$ cat src/pkg/phase_sync_pkg.sv
// Constants, field layouts and reset values shared by the input front end.
package phase_sync_pkg;
   // ------------------------------------------------------------
   // Channel and word layout
   // ------------------------------------------------------------
   localparam int NCH = 4;
   localparam int WORD_W = 10;
   localparam int DATA_W = 8;
   localparam int SLOT_W = 9;
   localparam int FLAG_POS = 9;
   localparam int PAR_POS = 8;
   localparam int PHASE_W = 2;
   localparam int NPHASE = 4;
   localparam int NSER = 10;
   localparam int NIB_W = 4;
   // ------------------------------------------------------------
   // Reset values and patterns
   // ------------------------------------------------------------
   localparam logic [SLOT_W-1:0] EMPTY_WORD = 9'h100;
   localparam logic LINK_READY = 1'b1;
   localparam logic [WORD_W-1:0] ALL_HIGH = 10'h3FF;
   localparam logic [WORD_W-1:0] ALL_LOW = 10'h000;
   localparam logic [NCH*PHASE_W-1:0] PHASE_RST = 8'h00;
   // ------------------------------------------------------------
   // Counts
   // ------------------------------------------------------------
   localparam int CAL_WORDS = 16;
   localparam int CAL_CNT_W = 5;
   localparam int ERR_W = 8;
   localparam int PERR_W = 16;
   localparam int ADDR_W = 7;
   localparam int FIFO_DEPTH = 4;
   localparam int RO_W = 10;
   typedef enum logic [1:0] {CAL_IDLE, CAL_RUN, CAL_PICK} cal_state_t;
endpackage

$ cat src/design/input_phase_sync_reformatter.sv
// Link capture, phase retiming, calibration, crossing pipeline and reformatting.
//
// Overview of operation
// - Four 10-bit channels in, ten serial outputs.
// - Word is eight data, parity, crossing flag.
// - Data split into nibbles, control bits paired.
// - Each channel captured on its forwarded clock.
// - Captured words cross through intermediate retiming stage.
// - Per-channel retiming phase, four quadrature choices.
// - Phase from slow control or calibration.
// - Start pulse begins the phase search.
// - Calibration tries all phases, counts pattern errors.
// - Fewest-error phase chosen per channel.
// - Calibration-complete output high after all channels.
// - Calibrated phases readable, later write replaces.
// - Per-channel one-word delay, slow control only.
// - Parity checked over data and flag.
// - Readout word carries parity-error in parity position.
// - Parity errors counted; error output when nonzero.
// - Lock-lost output is OR of unlock indications.
// - Data-available output for readout register.
// - Readout address generated locally.
// - Reset clears flags, empty data, link ready.
// - Pipeline shifts every system clock edge.
// - Empty word is nine bits, MSB only.
`timescale 1ns/10ps
`default_nettype none

module ro_fifo #(
   parameter int WIDTH = 10,
   parameter int DEPTH = 4
) (
   input wire logic mclk,
   input wire logic rst_n,
   input wire logic in_valid,
   output logic in_ready,
   input wire logic [WIDTH-1:0] in_data,
   output logic out_valid,
   input wire logic out_ready,
   output logic [WIDTH-1:0] out_data
);
   localparam int PW = $clog2(DEPTH);
   logic [WIDTH-1:0] mem [DEPTH];
   logic [PW-1:0] wp_r;
   logic [PW-1:0] rp_r;
   logic [PW:0] cnt_r;
   logic push;
   logic pop;

   if (DEPTH < 2 || (1 << PW) != DEPTH) begin : g_chk
      $error("FIFO depth must be a power of two, at least two");
   end

   // Full and empty come straight from the fill count.
   assign in_ready = (cnt_r != PW'(0) + (PW+1)'(DEPTH)) ? 1'b1 : 1'b0;
   assign out_valid = (cnt_r != '0);
   assign out_data = mem[rp_r];
   assign push = in_valid && in_ready;
   assign pop = out_valid && out_ready;

   // Pointers and count.
   always_ff @(posedge mclk or negedge rst_n) begin
      if (!rst_n) begin
         wp_r <= '0;
         rp_r <= '0;
         cnt_r <= '0;
      end else begin
         if (push) wp_r <= wp_r + PW'(1);
         if (pop) rp_r <= rp_r + PW'(1);
         cnt_r <= cnt_r + (PW+1)'(push) - (PW+1)'(pop);
      end
   end

   // Storage has no reset; only written slots are ever read.
   always_ff @(posedge mclk) begin
      if (push) mem[wp_r] <= in_data;
   end
endmodule

module input_phase_sync_reformatter
   import phase_sync_pkg::*;
#(
   parameter int CAL_LEN = phase_sync_pkg::CAL_WORDS
) (
   input wire logic mclk,
   input wire logic rst_n,
   input wire logic [phase_sync_pkg::NCH-1:0] link_clk,
   input wire logic [phase_sync_pkg::NCH*phase_sync_pkg::WORD_W-1:0] link_data,
   input wire logic [phase_sync_pkg::NCH-1:0] link_unlock,
   input wire logic cal_start,
   input wire logic phase_wr,
   input wire logic [phase_sync_pkg::NCH*phase_sync_pkg::PHASE_W-1:0] phase_wdata,
   input wire logic [phase_sync_pkg::NCH-1:0] delay_en,
   input wire logic perr_clr,
   input wire logic ro_ready,
   output logic [phase_sync_pkg::NCH*phase_sync_pkg::PHASE_W-1:0] phase_rd,
   output logic cal_busy,
   output logic cal_done,
   output logic [phase_sync_pkg::NSER-1:0] ser_out,
   output logic ser_frame,
   output logic lock_lost,
   output logic perr_flag,
   output logic [phase_sync_pkg::PERR_W-1:0] perr_count,
   output logic ro_avail,
   output logic [phase_sync_pkg::RO_W-1:0] ro_word,
   output logic [phase_sync_pkg::ADDR_W-1:0] ro_addr
);
   import phase_sync_pkg::*;

   if (CAL_LEN < 2 || CAL_LEN >= (1 << CAL_CNT_W)) begin : g_chk
      $error("CAL_LEN out of range for the calibration counter");
   end

   // Two nibbles of data per channel, control nibble per pair.
   function automatic logic [5*NIB_W-1:0] pair_nibbles(input logic [WORD_W-1:0] wa,
                                                       input logic [WORD_W-1:0] wb);
      pair_nibbles = {wb[FLAG_POS], wb[PAR_POS], wa[FLAG_POS], wa[PAR_POS],
                      wb[DATA_W-1:0], wa[DATA_W-1:0]};
   endfunction

   // ------------------------------------------------------------
   // Per-channel capture and retiming
   // ------------------------------------------------------------
   logic [NCH*PHASE_W-1:0] phase_r;
   logic [PHASE_W-1:0] cal_ph_r;
   cal_state_t cal_st_r;
   logic [NCH-1:0] ret_v;
   logic [WORD_W-1:0] ret_w [NCH];
   logic [WORD_W-1:0] sys_w [NCH];
   logic [NCH-1:0] cap_v;

   for (genvar c = 0; c < NCH; c++) begin : g_ch
      logic [2:0] clk_s_r;
      logic [WORD_W-1:0] d_s1_r;
      logic [WORD_W-1:0] d_s2_r;
      logic [WORD_W-1:0] cap_r;
      logic [PHASE_W-1:0] cnt_r;
      logic armed_r;
      logic [WORD_W-1:0] ret_r;
      logic ret_v_r;
      logic [WORD_W-1:0] dly_r;
      logic [WORD_W-1:0] sys_r;
      logic [PHASE_W-1:0] sel;

      // Forwarded clock and data pass two flops before use; edges come from
      // the second and third flops so the first is never looked at.
      always_ff @(posedge mclk or negedge rst_n) begin
         if (!rst_n) begin
            clk_s_r <= '0;
            d_s1_r <= '0;
            d_s2_r <= '0;
         end else begin
            clk_s_r <= {clk_s_r[1:0], link_clk[c]};
            d_s1_r <= link_data[c*WORD_W +: WORD_W];
            d_s2_r <= d_s1_r;
         end
      end
      assign cap_v[c] = clk_s_r[1] && !clk_s_r[2];

      always_ff @(posedge mclk or negedge rst_n) begin
         if (!rst_n) cap_r <= '0;
         else if (cap_v[c]) cap_r <= d_s2_r;
      end

      assign sel = (cal_st_r == CAL_RUN) ? cal_ph_r : phase_r[c*PHASE_W +: PHASE_W];

      always_ff @(posedge mclk or negedge rst_n) begin
         if (!rst_n) begin
            cnt_r <= '0;
            armed_r <= 1'b0;
            ret_r <= '0;
            ret_v_r <= 1'b0;
         end else begin
            ret_v_r <= 1'b0;
            if (cap_v[c]) begin
               cnt_r <= '0;
               armed_r <= 1'b1;
            end else if (armed_r) begin
               if (cnt_r == sel) begin
                  ret_r <= cap_r;
                  ret_v_r <= 1'b1;
                  armed_r <= 1'b0;
               end else begin
                  cnt_r <= cnt_r + PHASE_W'(1);
               end
            end
         end
      end
      assign ret_v[c] = ret_v_r;
      assign ret_w[c] = ret_r;

      always_ff @(posedge mclk or negedge rst_n) begin
         if (!rst_n) begin
            dly_r <= '0;
            sys_r <= '0;
         end else if (ret_v_r) begin
            dly_r <= ret_r;
            sys_r <= delay_en[c] ? dly_r : ret_r;
         end
      end
      assign sys_w[c] = sys_r;
   end

   // ------------------------------------------------------------
   // Automatic phase calibration
   // ------------------------------------------------------------
   logic start_s1_r;
   logic start_s2_r;
   logic start_s3_r;
   logic start_p;
   logic [CAL_CNT_W-1:0] wcnt_r;
   logic [NCH-1:0] prev_ok_r;
   logic [WORD_W-1:0] prev_w_r [NCH];
   logic [ERR_W-1:0] err_r [NCH];
   logic [ERR_W-1:0] best_err_r [NCH];
   logic [NCH*PHASE_W-1:0] best_ph_r;
   logic trial_end;

   // Start pin is treated as coming from outside the clock domain.
   always_ff @(posedge mclk or negedge rst_n) begin
      if (!rst_n) begin
         start_s1_r <= 1'b0;
         start_s2_r <= 1'b0;
         start_s3_r <= 1'b0;
      end else begin
         start_s1_r <= cal_start;
         start_s2_r <= start_s1_r;
         start_s3_r <= start_s2_r;
      end
   end
   assign start_p = start_s2_r && !start_s3_r;
   assign trial_end = (cal_st_r == CAL_RUN) && ret_v[0] && (wcnt_r == CAL_CNT_W'(CAL_LEN - 1));

   always_ff @(posedge mclk or negedge rst_n) begin
      if (!rst_n) begin
         cal_st_r <= CAL_IDLE;
         cal_ph_r <= '0;
         wcnt_r <= '0;
      end else begin
         unique case (cal_st_r)
            CAL_IDLE: begin
               if (start_p) begin
                  cal_st_r <= CAL_RUN;
                  cal_ph_r <= '0;
                  wcnt_r <= '0;
               end
            end
            CAL_RUN: begin
               if (ret_v[0]) wcnt_r <= trial_end ? '0 : wcnt_r + CAL_CNT_W'(1);
               if (trial_end) begin
                  cal_ph_r <= cal_ph_r + PHASE_W'(1);
                  if (cal_ph_r == PHASE_W'(NPHASE - 1)) cal_st_r <= CAL_PICK;
               end
            end
            CAL_PICK: cal_st_r <= CAL_IDLE;
         endcase
      end
   end

   // error counting and best phase per channel
   for (genvar c = 0; c < NCH; c++) begin : g_cal
      logic bad;
      assign bad = !((ret_w[c] == ALL_HIGH && prev_w_r[c] == ALL_LOW) ||
                     (ret_w[c] == ALL_LOW && prev_w_r[c] == ALL_HIGH));
      always_ff @(posedge mclk or negedge rst_n) begin
         if (!rst_n) begin
            prev_ok_r[c] <= 1'b0;
            prev_w_r[c] <= '0;
            err_r[c] <= '0;
            best_err_r[c] <= '1;
            best_ph_r[c*PHASE_W +: PHASE_W] <= '0;
         end else if (cal_st_r == CAL_IDLE) begin
            prev_ok_r[c] <= 1'b0;
            err_r[c] <= '0;
            best_err_r[c] <= '1;
         end else if (cal_st_r == CAL_RUN) begin
            if (trial_end) begin
               // Strictly fewer errors wins, so ties keep the earlier phase.
               if (err_r[c] < best_err_r[c]) begin
                  best_err_r[c] <= err_r[c];
                  best_ph_r[c*PHASE_W +: PHASE_W] <= cal_ph_r;
               end
               err_r[c] <= '0;
               prev_ok_r[c] <= 1'b0;
            end else if (ret_v[c]) begin
               prev_w_r[c] <= ret_w[c];
               prev_ok_r[c] <= 1'b1;
               if (prev_ok_r[c] && bad && err_r[c] != '1) err_r[c] <= err_r[c] + ERR_W'(1);
            end
         end
      end
   end

   always_ff @(posedge mclk or negedge rst_n) begin
      if (!rst_n) phase_r <= PHASE_RST;
      else if (cal_st_r == CAL_PICK) phase_r <= best_ph_r;
      else if (phase_wr) phase_r <= phase_wdata;
   end

   always_ff @(posedge mclk or negedge rst_n) begin
      if (!rst_n) begin
         cal_done <= 1'b0;
         cal_busy <= 1'b0;
         phase_rd <= PHASE_RST;
      end else begin
         cal_busy <= (cal_st_r != CAL_IDLE);
         if (cal_st_r == CAL_PICK) cal_done <= 1'b1;
         else if (start_p) cal_done <= 1'b0;
         phase_rd <= phase_r;
      end
   end

   // ------------------------------------------------------------
   // Crossing pipeline and parity
   // ------------------------------------------------------------
   logic tick_r;
   logic stage_v_r;
   logic [NCH-1:0] unlock_s1_r;
   logic [NCH-1:0] unlock_s2_r;
   logic [NCH-1:0] earlier_flag_stage_r;
   logic [NCH-1:0] crossing_flag_stage_r;
   logic [SLOT_W-1:0] data_stage_r [NCH];
   logic [NCH-1:0] link_ok_stage_r;
   logic [NCH-1:0] perr;

   // Channel 0 paces the word slots; other slots carry the empty word.
   always_ff @(posedge mclk or negedge rst_n) begin
      if (!rst_n) begin
         tick_r <= 1'b0;
         stage_v_r <= 1'b0;
         unlock_s1_r <= '0;
         unlock_s2_r <= '0;
      end else begin
         tick_r <= ret_v[0];
         stage_v_r <= tick_r;
         unlock_s1_r <= link_unlock;
         unlock_s2_r <= unlock_s1_r;
      end
   end

   for (genvar c = 0; c < NCH; c++) begin : g_pipe
      logic incoming_flag;
      logic [SLOT_W-1:0] data_next;
      assign incoming_flag = tick_r ? sys_w[c][FLAG_POS] : 1'b0;
      assign data_next = tick_r ? sys_w[c][SLOT_W-1:0] : EMPTY_WORD;
      always_ff @(posedge mclk or negedge rst_n) begin
         if (!rst_n) begin
            earlier_flag_stage_r[c] <= 1'b0;
            crossing_flag_stage_r[c] <= 1'b0;
            data_stage_r[c] <= EMPTY_WORD;
            link_ok_stage_r[c] <= LINK_READY;
         end else begin
            earlier_flag_stage_r[c] <= crossing_flag_stage_r[c];
            crossing_flag_stage_r[c] <= incoming_flag;
            data_stage_r[c] <= data_next;
            link_ok_stage_r[c] <= tick_r ? !unlock_s2_r[c] : LINK_READY;
         end
      end
      // odd parity over data, flag and parity bit
      assign perr[c] = ~^{crossing_flag_stage_r[c], data_stage_r[c]};
   end

   // error counter and lock-lost output; a new error beats a clear.
   always_ff @(posedge mclk or negedge rst_n) begin
      if (!rst_n) begin
         perr_count <= '0;
         perr_flag <= 1'b0;
         lock_lost <= 1'b0;
      end else begin
         lock_lost <= |unlock_s2_r;
         if (stage_v_r && perr != '0) begin
            if (perr_count != '1) perr_count <= perr_count + PERR_W'(1);
            perr_flag <= 1'b1;
         end else if (perr_clr) begin
            perr_count <= '0;
            perr_flag <= 1'b0;
         end else begin
            perr_flag <= (perr_count != '0);
         end
      end
   end

   // ------------------------------------------------------------
   // Nibble reformatting and serial outputs
   // ------------------------------------------------------------
   logic [NIB_W-1:0] shreg_r [NSER];
   logic [NCH*WORD_W-1:0] stage_words;

   for (genvar c = 0; c < NCH; c++) begin : g_sw
      assign stage_words[c*WORD_W +: WORD_W] = {crossing_flag_stage_r[c], data_stage_r[c]};
   end

   // load nibbles per slot, shift one bit per clock
   for (genvar s = 0; s < NSER; s++) begin : g_ser
      localparam int PAIR = s / 5;
      localparam int NIB = s % 5;
      logic [5*NIB_W-1:0] nibs;
      assign nibs = pair_nibbles(stage_words[(2*PAIR)*WORD_W +: WORD_W],
                                 stage_words[(2*PAIR+1)*WORD_W +: WORD_W]);
      always_ff @(posedge mclk or negedge rst_n) begin
         if (!rst_n) begin
            shreg_r[s] <= '0;
            ser_out[s] <= 1'b0;
         end else begin
            ser_out[s] <= stage_v_r ? nibs[NIB*NIB_W] : shreg_r[s][1];
            shreg_r[s] <= stage_v_r ? nibs[NIB*NIB_W +: NIB_W] : {1'b0, shreg_r[s][NIB_W-1:1]};
         end
      end
   end

   always_ff @(posedge mclk or negedge rst_n) begin
      if (!rst_n) ser_frame <= 1'b0;
      else ser_frame <= stage_v_r;
   end

   // ------------------------------------------------------------
   // Readout path
   // ------------------------------------------------------------
   logic pend_v_r;
   logic [RO_W-1:0] pend_w_r;
   logic f_in_ready;
   logic f_out_valid;
   logic [RO_W-1:0] f_out_data;
   logic f_pop;

   // parity position replaced by error marker. A full FIFO holds the
   // pending word and later slot-0 words are skipped until it drains.
   always_ff @(posedge mclk or negedge rst_n) begin
      if (!rst_n) begin
         pend_v_r <= 1'b0;
         pend_w_r <= '0;
      end else if (!pend_v_r || f_in_ready) begin
         pend_v_r <= stage_v_r;
         pend_w_r <= {link_ok_stage_r[0], perr[0], data_stage_r[0][DATA_W-1:0]};
      end
   end

   ro_fifo #(.WIDTH(RO_W), .DEPTH(FIFO_DEPTH)) u_fifo (
      .mclk(mclk),
      .rst_n(rst_n),
      .in_valid(pend_v_r),
      .in_ready(f_in_ready),
      .in_data(pend_w_r),
      .out_valid(f_out_valid),
      .out_ready(f_pop),
      .out_data(f_out_data)
   );

   // registered readout stage with local address
   assign f_pop = f_out_valid && (!ro_avail || ro_ready);
   always_ff @(posedge mclk or negedge rst_n) begin
      if (!rst_n) begin
         ro_avail <= 1'b0;
         ro_word <= '0;
         ro_addr <= '0;
      end else begin
         if (ro_avail && ro_ready) ro_addr <= ro_addr + ADDR_W'(1);
         if (!ro_avail || ro_ready) begin
            ro_avail <= f_out_valid;
            ro_word <= f_out_data;
         end
      end
   end
endmodule

`default_nettype wire

$ cat config.mk
export PLATFORM = sky130hd
export DESIGN_NAME = input_phase_sync_reformatter
export DESIGN_NICKNAME = d
export VERILOG_FILES = /design/src/pkg/phase_sync_pkg.sv /design/src/design/input_phase_sync_reformatter.sv
export SDC_FILE = /design/constraint.sdc
export NUM_CORES = 1
export LEC_CHECK = 0
export ABC_AREA = 1
export ABC_CLOCK_PERIOD_IN_PS = 5400
export BUFFER_PORTS_ARGS = -buffer_cell sky130_fd_sc_hd__buf_2
export CORE_MARGIN = 4
export CORE_UTILIZATION = 60
export DETAILED_ROUTE_END_ITERATION = 7
export HOLD_SLACK_MARGIN = 0.12
export PLACE_DENSITY = 0.9
export SETUP_SLACK_MARGIN = 0.05
export SYNTH_ARGS = -nofsm -noshare
export SYNTH_HDL_FRONTEND = slang
export SYNTH_HIERARCHICAL = 1
export SYNTH_SLANG_ARGS = --single-unit
$ cat constraint.sdc
create_clock -name mclk -period 5.4 [get_ports mclk]
set_clock_uncertainty 0.15 [all_clocks]
set_input_delay 0.81 -clock mclk [delete_from_list [all_inputs] [get_ports mclk]]
set_output_delay 0.81 -clock mclk [all_outputs]
set_load 0.05 [all_outputs]
## Word level (Yosys, flattened, before mapping)

Memory sizes are Yosys's and may differ from the RTL's. A register that Yosys moved wholly into a read port is not among the register bits.
Index checks and enable logic that the tools add are counted.

- Magnitude comparators: 4
- Muxes and demuxes: 148
- Add/sub/neg operators: 16
- Bitwise logic cells: 6
- Reduce and logical (&&, ||, !) cells: 118
- Equality and inequality tests: 31

Operators with widths:

| cell | count |
|---|---|
| $mux W8 | 38 |
| $eq A10 B10 Y1 const B | 8 |
| $logic_not A10 Y1 | 8 |
| $mux W1 | 62 |
| $mux W16 | 3 |
| $reduce_and A3 Y1 | 15 |
| $mux W2 | 21 |
| $mux W10 | 4 |
| $mux W4 | 10 |
| $reduce_xnor A10 Y1 | 4 |
| $mux W9 | 4 |
| $add A8 B1 Y8 const B | 4 |
| $lt A8 B8 Y1 | 4 |
| $ne A8 B8 Y1 const B | 4 |
| $reduce_and A4 Y1 | 8 |
| $logic_and A1 B1 Y1 | 28 |
| $reduce_bool A2 Y1 | 14 |
| $reduce_bool A3 Y1 | 9 |
| $reduce_and A2 Y1 | 9 |
| $add A16 B1 Y16 const B | 1 |
| $ne A16 B16 Y1 const B | 1 |
| $reduce_bool A16 Y1 | 1 |
| $mux W5 | 3 |
| $add A2 B1 Y2 const B | 7 |
| other kinds (20) | 53 |

- Input port bits: 66
- Memories: 1
- Logic and storage cells: 438
- Bits in registers: 560
- Output and inout port bits: 57
- Memory bits (writable): 40

Memories:

| name | depth | bits a word | rd ports | clocked after memory_dff | wr ports | line | text |
|---|---|---|---|---|---|---|---|
| u_fifo.mem | 4 | 10 | 1 | 1 | 1 | input_phase_sync_reformatter.sv:43 | `logic [WIDTH-1:0] mem [DEPTH];` |

## Logic depth before layout (Yosys ltp)

Gate-level depths: netlist of run 1.

- Depth in word-level cells: 11
- Gate-level depth with buffers: 17
- Mapped depth without buffers: 16

## Cells and area by module

Netlist of run 1, hierarchy kept.

By module, submodules not included:

| module | instances | sequential area each (um2) | cells each | area each (um2) |
|---|---|---|---|---|
| input_phase_sync_reformatter | 1 | 13884.6 | 2488 | 23012.1 |
| ro_fifo | 1 | 1376.3 | 185 | 2018.2 |

## Least setup slack after synthesis of run 1

No wires, ideal clock.

- Kind: input -> register
- Start: in ro_ready
- End: reg u_fifo.cnt_r[2]
- Setup time: 117 ps
- Cell stages on the path: 12
- Slack: 2684 ps
- Buffers on the path: 1
- Required time: 5133 ps
- Arrival: 2449 ps
- Cell sequence: nor2_1 > clkbuf_1 > nor2_1 > nand2_1 > inv_1 > ha_1 > inv_1 > ha_1 > inv_1 > fa_1 > nand3_1 > nand2_1

- Longest elaborated chain between the ends: 4

RTL lines:

| element | line | text |
|---|---|---|
| start: declaration | input_phase_sync_reformatter.sv:95 | `input wire logic ro_ready,` |
| $logic_or A1 B1 Y1 | input_phase_sync_reformatter.sv:450 | `assign f_pop = f_out_valid && (!ro_avail \|\| ro_ready);` |
| $logic_and A1 B1 Y1 | input_phase_sync_reformatter.sv:450 |  |
| named net f_pop | input_phase_sync_reformatter.sv:424 | `logic f_pop;` |
| $logic_and A1 B1 Y1 | input_phase_sync_reformatter.sv:59 | `assign pop = out_valid && out_ready;` |
| named net u_fifo.pop | input_phase_sync_reformatter.sv:48 | `logic pop;` |
| $sub A3 B1 Y3 | input_phase_sync_reformatter.sv:70 | `cnt_r <= cnt_r + (PW+1)'(push) - (PW+1)'(pop);` |
| end signal: assignment | input_phase_sync_reformatter.sv:70 |  |
| end: declaration | input_phase_sync_reformatter.sv:46 | `logic [PW:0] cnt_r;` |

The timed path passes the listed nets, and every way through them passes these cells.
A chain may end at the register's enable or synchronous reset.

## Worst setup path in the final report of run 1

- Start: reg cal_st_r[1]
- End: reg prev_w_r[6] (netlist bit)

- Longest elaborated chain between the ends: 5
- Elaborated cells between the ends (all ways): 7
- Those cells by class: eq/ne: 1; bitwise: 2; reduce/logical: 4

RTL lines:

| element | line | text |
|---|---|---|
| start: declaration | input_phase_sync_reformatter.sv:126 | `cal_state_t cal_st_r;` |
| start signal: assignment | input_phase_sync_reformatter.sv:236 | `cal_st_r <= CAL_IDLE;` |
| start signal: assignment | input_phase_sync_reformatter.sv:243 | `cal_st_r <= CAL_RUN;` |
| start signal: assignment | input_phase_sync_reformatter.sv:252 | `if (cal_ph_r == PHASE_W'(NPHASE - 1)) cal_st_r <= CAL_PICK;` |
| $eq A2 B1 Y1 | input_phase_sync_reformatter.sv:232, input_phase_sync_reformatter.sv:276 |  |
| $logic_and A1 B1 Y1 (2 in series) | input_phase_sync_reformatter.sv:232 | `assign trial_end = (cal_st_r == CAL_RUN) && ret_v[0] && (wcnt_r == CAL_CNT_W'(CAL_LEN - 1));` |
| $not A1 Y1 (no source line) | -- |  |
| $reduce_and A4 Y1 (no source line) (*) | -- |  |
| end signal: indexed assignment | input_phase_sync_reformatter.sv:286 | `prev_w_r[c] <= ret_w[c];` |
| end: declaration | input_phase_sync_reformatter.sv:213 | `logic [WORD_W-1:0] prev_w_r [NCH];` |

Mark *: on every way between the ends. The rest lies on a longest branch, timed or not.

==> results.yml, run 1 <==
run_status:
  status: "completed"
yosys:
  synth_top_area_share_pct: 52.3
  yosysTopAreaCell: "dfrtp_1"
  yosys_register_bits: 600
  syn_area_per_cell_um2: 9.36
  synth_edf_count: 40
  synth_cells: 2673
  syn_nets: 2787
  synth_flop_cell: "dfrtp_1"
  yosysSeqAreaShare_pct: 61.0
  synth.cell_area_um2: 25000
  synth-async-reset-ratio_pct: 93.3
  synth.area.top_cells: "dfrtp_1, nand2_1, edfxtp_1"
  synth_warnings: 6
  synth_cell_types: 51
drt:
  post-route-drc-count: 0
  wire_per_inst_um: 15.5
  vias: 18400
  routed_wl_um: 51900
  drt_iter0_markers: 1927
  first_pass_iters: 6
  postRouteAntennaNets: 0
  via_per_inst: 5.50
final_layout:
  post-route-util_pct: 68.0
  multiInputGateArea_um2: 8040
  final_cells: 3339
  antenna_cells: 0
  drive_gt1_share_pct: 12.1
  postLayoutCellArea_um2: 27900
  final.fill_count: 2756
  seqCellArea_um2: 15300
  area_delta_synth_final_pct: 11.4
  nNetsFinal: 2872
critical_path:
  worstPathArrival_ns: 3.90
  critical_path.endpoint_type: "register"
  timing_worst_setup_path_type: "reg2reg"
  cp_data_required_time_ns: 5.75
  startpoint_type: "register"
  critPathMaxFanout: 53
timing:
  setup_ws_ns: 1.85
  whs_ns: 0.148
  fmax_mhz: 282
  finalCritPeriodShare_pct: 65.7
  period_needed_ns: 3.55
  drv_slew: 0
  worstMarginPinSlew_ns: 1.23
  hold_viol: 0
  rsz0062_at_grt: "false"
  setup-tns-final_ns: 0
  finalSetupViolations: 0
  relSlewSlack_pct: 18.3
global_routing:
  grt_first_pass_wirelength_um: 87900
  grt_overflow: 0
  track_usage_pct: 23.5
  grt_start_max_net_pins: 113
  grt_antenna_before_repair: 0
  grt_pass1_vias: 18700
floorplan:
  start_util_pct: 61.0
  core_um2: 41000
  top_level_ports: 123
  dieArea_um2: 45000
  rows: 74
  die_x_um: 212
  die_h_um: 212
cts:
  clkLatencyLatePin_ns: 0.62
  clock-root-buffer: "clkbuf_16"
  cts_max_path_buffers: 3
  cts_sinks: 600
  post_cts_buffers: 0
  cts_buffers: 57
  cts_tree: "built"
  htreeDepth: 2
  path_clk_slew_ns: 0.06
pwr:
  peakVddDrop_mv: 0.359
  p_leak_nw: 13.8
  total_power_mw: 15.3
  p_int_mw: 9.67
  p_seq_share_pct: 43.5
  clkPwrFrac_pct: 27.4
  p_switching_mw: 5.66
  sw_frac_of_total_pct: 36.9
  comb_power_share_pct: 29.2
  p_per_area_nw_per_um2: 550
placed_design:
  place_area_um2: 25900
  dp_cells: 3230
  port_buffers: 122
  place_congestion: 0.875
  place_ws_ns: 2.07
  hpwlAfterDp_um: 33500
run:
  cap_violations: 0
min_path:
  hold_class: "in2reg"
## power by group through the flow
stage / clock network, mW / registers (mW) / logic, mW
2_1_floorplan: 0 / 6.79 / 3.15
3_3_place_gp: 0 / 6.61 / 4.08
3_5_place_dp: 0 / 6.69 / 4.36
4_1_cts: 4.26 / 6.65 / 4.47
5_1_grt: 4.45 / 6.80 / 5.04
6_report: 4.20 / 6.66 / 4.47
## state kept, by name, indices dropped and copies added, names as in the netlist, 5 cells and up
| signal | cells |
|---|---|
| ro_word | 10 |
| pend_w_r | 10 |
| g_ch.d_s2_r | 40 |
| phase_rd | 8 |
| g_ch.d_s1_r | 40 |
| u_fifo/mem | 40 |
| best_ph_r | 8 |
| perr_count | 16 |
| shreg_r | 40 |
| g_ch.clk_s_r | 12 |
| best_err_r | 32 |
| g_ch.dly_r | 40 |
| g_ch.sys_r | 40 |
| phase_r | 8 |
| wcnt_r | 5 |
| g_ch.cnt_r | 8 |
| ro_addr | 7 |
| g_ch.ret_r | 40 |
| err_r | 32 |
| g_ch.cap_r | 40 |
| prev_w_r | 40 |
| data_stage_r | 36 |
## cells in the mapped netlist, types with 15 or more instances
library cell,count
nand2_1,710
dfrtp_1,523
inv_1,293
nor2_1,219
o21ai_0,138
a21oi_1,117
o21ai_1,97
nand3_1,82
clkbuf_1,60
ha_1,47
nor4_1,46
edfxtp_1,40
dfstp_2,37
o21a_1,36
nand4_1,27
xor2_1,26
nand2_2,25
buf_2,24
nor3_1,17
inv_2,15
## worst max-delay path, cell delays in order, from the launching register on
cell and delay (ns):
dfrtp_1 0.38, inv_1 0.12, ha_1 0.15, buf_4 0.50
inv_1 0.45, nand2_1 0.58, o22ai_1 0.19, inv_1 0.18
nand2_1 0.34, o21ai_0 0.38
## per-layer routing
| metal | GRT usage, % | up-vias | share of wire [%] |
|---|---|---|---|
| met5 | 0 | - | 0 |
| met4 | 8.80 | 0 | 3.1 |
| met3 | 3.26 | 138 | 6.4 |
| met2 | 41.3 | 689 | 51 |
| met1 | 29.9 | 8836 | 39 |
| li1 | - | 8700 | - |
## logic make-up (layout without fill, tap and decap cells)
kind of cell    count (synthesis)  after routing  share of synthesized area [%]
flops                         600            600                           61.0
simple gates                 1157           1157                           19.6
buf+inv                       420            554                           6.91
fa+ha+maj                      48             48                           2.43
compound gates                409            409                           8.71
mux                             4              4                          0.180
xor+xnor                       35             35                           1.22
## cell type report
| cell class | count | area share [%] |
|---|---|---|
| inverter | 310 | 4.18 |
| timing repair buffer | 136 | 2.70 |
| sequential | 600 | 54.7 |
| multi-input combinational | 1653 | 28.8 |
| tap | 532 | 2.39 |
| clock inverter | 28 | 1.18 |
| clock buffer | 80 | 6.02 |
## path summary, 6_finish.rpt
kind / start / to / slack [ns] / cells past startpoint
worst max-delay path: cal_st_r[1] / prev_w_r[6] / 1.85 / 9
worst min-delay path: link_data[37] / g_ch[3].d_s1_r[7] / 0.15 / 1
worst max register to register: cal_st_r[1] / prev_w_r[6] / 1.85 / 9
worst min register to register: g_ch[0].d_s1_r[9] / g_ch[0].d_s2_r[9] / 0.19 / 0
max in group asynchronous: rst_n / g_ch[0].armed_r / 3.05 / 3
min in group asynchronous: rst_n / ro_addr[0] / 0.65 / 2
## repair_timing
item                      4_1_cts  5_1_grt
hold endpoints to repair        1        0
resized for setup               0        0
hold buffers                    1        0
## layout by cell type (no fill, tap or decap), types with 36 or more instances in the layout
cell type / n
o21a_1: 36
ha_1: 47
dfrtp_1: 523
a21oi_1: 117
nor4_1: 46
dfstp_2: 37
nand3_1: 82
buf_2: 121
o21ai_0: 138
inv_1: 293
nor2_1: 219
o21ai_1: 97
edfxtp_1: 40
clkbuf_16: 60
nand2_1: 710
Note: power is estimated with default switching activity, not from simulation.
==> inputs of run 2 (changes only) <==
- ABC_CLOCK_PERIOD_IN_PS: 5400 -> 2950
- CORE_UTILIZATION: 60 -> 55
- PLACE_DENSITY: 0.9 -> 0.88
- clock period: 5.4 -> 2.95 ns (I/O delays scaled with it)
==> results.yml, run 2 (same netlist as run 1, synthesis figures left out) <==
run_status:
  status: "completed"
final_layout:
  area_delta_synth_final_pct: 15.3
  nNetsFinal: 2968
  final_cell_mix: "nand2_1, dfrtp_1, inv_1"
  antenna_cells: 0
  drive_gt1_share_pct: 12.7
  final_common_cell: "nand2_1"
  post-route-util_pct: 64.7
  postLayoutCellArea_um2: 28900
cts:
  clock-root-buffer: "clkbuf_16"
  cts_tree: "built"
  cts_buffers: 57
  cts_max_path_buffers: 3
  clkLatencyLatePin_ns: 0.63
  cts_sinks: 600
  htreeDepth: 2
  post_cts_buffers: 0
  path_clk_slew_ns: 0.07
global_routing:
  track_usage_pct: 21.4
  grt_overflow: 0
  grt_antenna_before_repair: 1
  grt_first_pass_wirelength_um: 88900
  grt_pass1_vias: 18700
  grt_start_max_net_pins: 82
floorplan:
  core_um2: 44600
  die_h_um: 221
  start_util_pct: 56.1
  dieArea_um2: 49000
  die_x_um: 221
  rows: 77
  top_level_ports: 123
run:
  cap_violations: 0
timing:
  finalCritPeriodShare_pct: 90.3
  relSlewSlack_pct: 39.6
  drv_slew: 0
  rsz0062_at_grt: "true"
  whs_ns: 0.189
  period_needed_ns: 2.66
  fmax_mhz: 375
  hold_viol: 0
  worstMarginPinSlew_ns: 0.903
  setup_ws_ns: 0.285
  finalSetupViolations: 0
drt:
  vias: 18500
  first_pass_iters: 5
  postRouteAntennaNets: 0
  wire_per_inst_um: 15.0
  drt_iter0_markers: 1472
  via_per_inst: 5.31
  routed_wl_um: 52300
  post-route-drc-count: 0
placed_design:
  place_congestion: 0.875
  port_buffers: 122
  place_ws_ns: 0.212
  place_area_um2: 26200
  hpwlAfterDp_um: 34000
pwr:
  total_power_mw: 28.1
  peakVddDrop_mv: 0.770
  p_per_area_nw_per_um2: 975
  p_leak_nw: 14.2
critical_path:
  timing_worst_setup_path_type: "reg2reg"
  cpPeakStageDelay_ns: 0.40
  critPathMaxFanout: 16
  critical_path.top_delay_family: "simple AND/OR/NAND/NOR gates"
  worstPathArrival_ns: 3.05
  path_cells: "inv_1 > ha_1 > nand2_2 > inv_2 > nand2_2 > nand2_1 > buf_4 > nand2_1 > o21ai_0"
  startpoint_type: "register"
  cp_data_required_time_ns: 3.34
  slowest_stage: "dfrtp_1"
  path_buf_inv: 3
  critical_path.endpoint_type: "register"
min_path:
  hold_class: "reg2reg"
[run 2: worst paths after layout]
| path | cells after the start | slack [ns] | to | startpoint |
|---|---|---|---|---|
| max | 9 | 0.29 | best_err_r[18] | cal_st_r[1] |
| min | 0 | 0.19 | g_ch[2].d_s2_r[3] | g_ch[2].d_s1_r[3] |
| max reg2reg | 9 | 0.29 | best_err_r[18] | cal_st_r[1] |
| min reg2reg | 0 | 0.19 | g_ch[2].d_s2_r[3] | g_ch[2].d_s1_r[3] |
| max in group asynchronous | 3 | 1.49 | best_err_r[3] | rst_n |
| min in group asynchronous | 2 | 0.29 | ro_addr[0] | rst_n |
[run 2: report_power, final]
part / switching [mW] / internal [mW] / leakage (nW) / total (mW)
registers: 1.47 / 10.6 / 7.32 / 12.1
logic: 5.84 / 2.74 / 5.92 / 8.58
clock network: 3.13 / 4.34 / 0.962 / 7.47
total: 10.4 / 17.7 / 14.2 / 28.1
[run 2: final cells by class]
class / count / area, um2
Sequential cell: 600 / 15300
Clock buffer: 72 / 1580
Fill cell: 3245 / 15700
Multi-Input combinational cell: 1653 / 8050
Timing Repair Buffer: 232 / 1710
Inverter: 310 / 1170
Clock inverter: 30 / 348
Tap cell: 592 / 741
[run 2: timing repair]
| action | in CTS | in global routing |
|---|---|---|
| hold buffers | 70 | 0 |
| gates resized for setup | 0 | 6 |
| endpoints found under the hold margin | 159 | 0 |
| setup endpoints to repair | 0 | 43 |
[run 2: stage by stage]
step,TNS [ns],instances
5_1_grt,-0.00119,3489
3_3_place_gp,0,3317
3_5_place_dp,0,3317
6_report,0,3489
4_1_cts,0,3489
2_1_floorplan,0,2673
[run 2: routing by layer]
| layer | vias up | part of all wire, % | global-route usage (%) |
|---|---|---|---|
| met5 | - | 0.023 | 0 |
| met2 | 531 | 51 | 37.7 |
| li1 | 8894 | - | - |
| met4 | 2 | 2.7 | 6.34 |
| met3 | 122 | 5.6 | 4.03 |
| met1 | 8963 | 41 | 27.1 |
[run 2: worst reg2reg max path, cell delays in order, from the launching register on]
cell and delay, ns:
dfrtp_1 0.40, inv_1 0.12, ha_1 0.37, nand2_2 0.13, inv_2 0.13, nand2_2 0.11
nand2_1 0.34, buf_4 0.24, nand2_1 0.28, o21ai_0 0.30
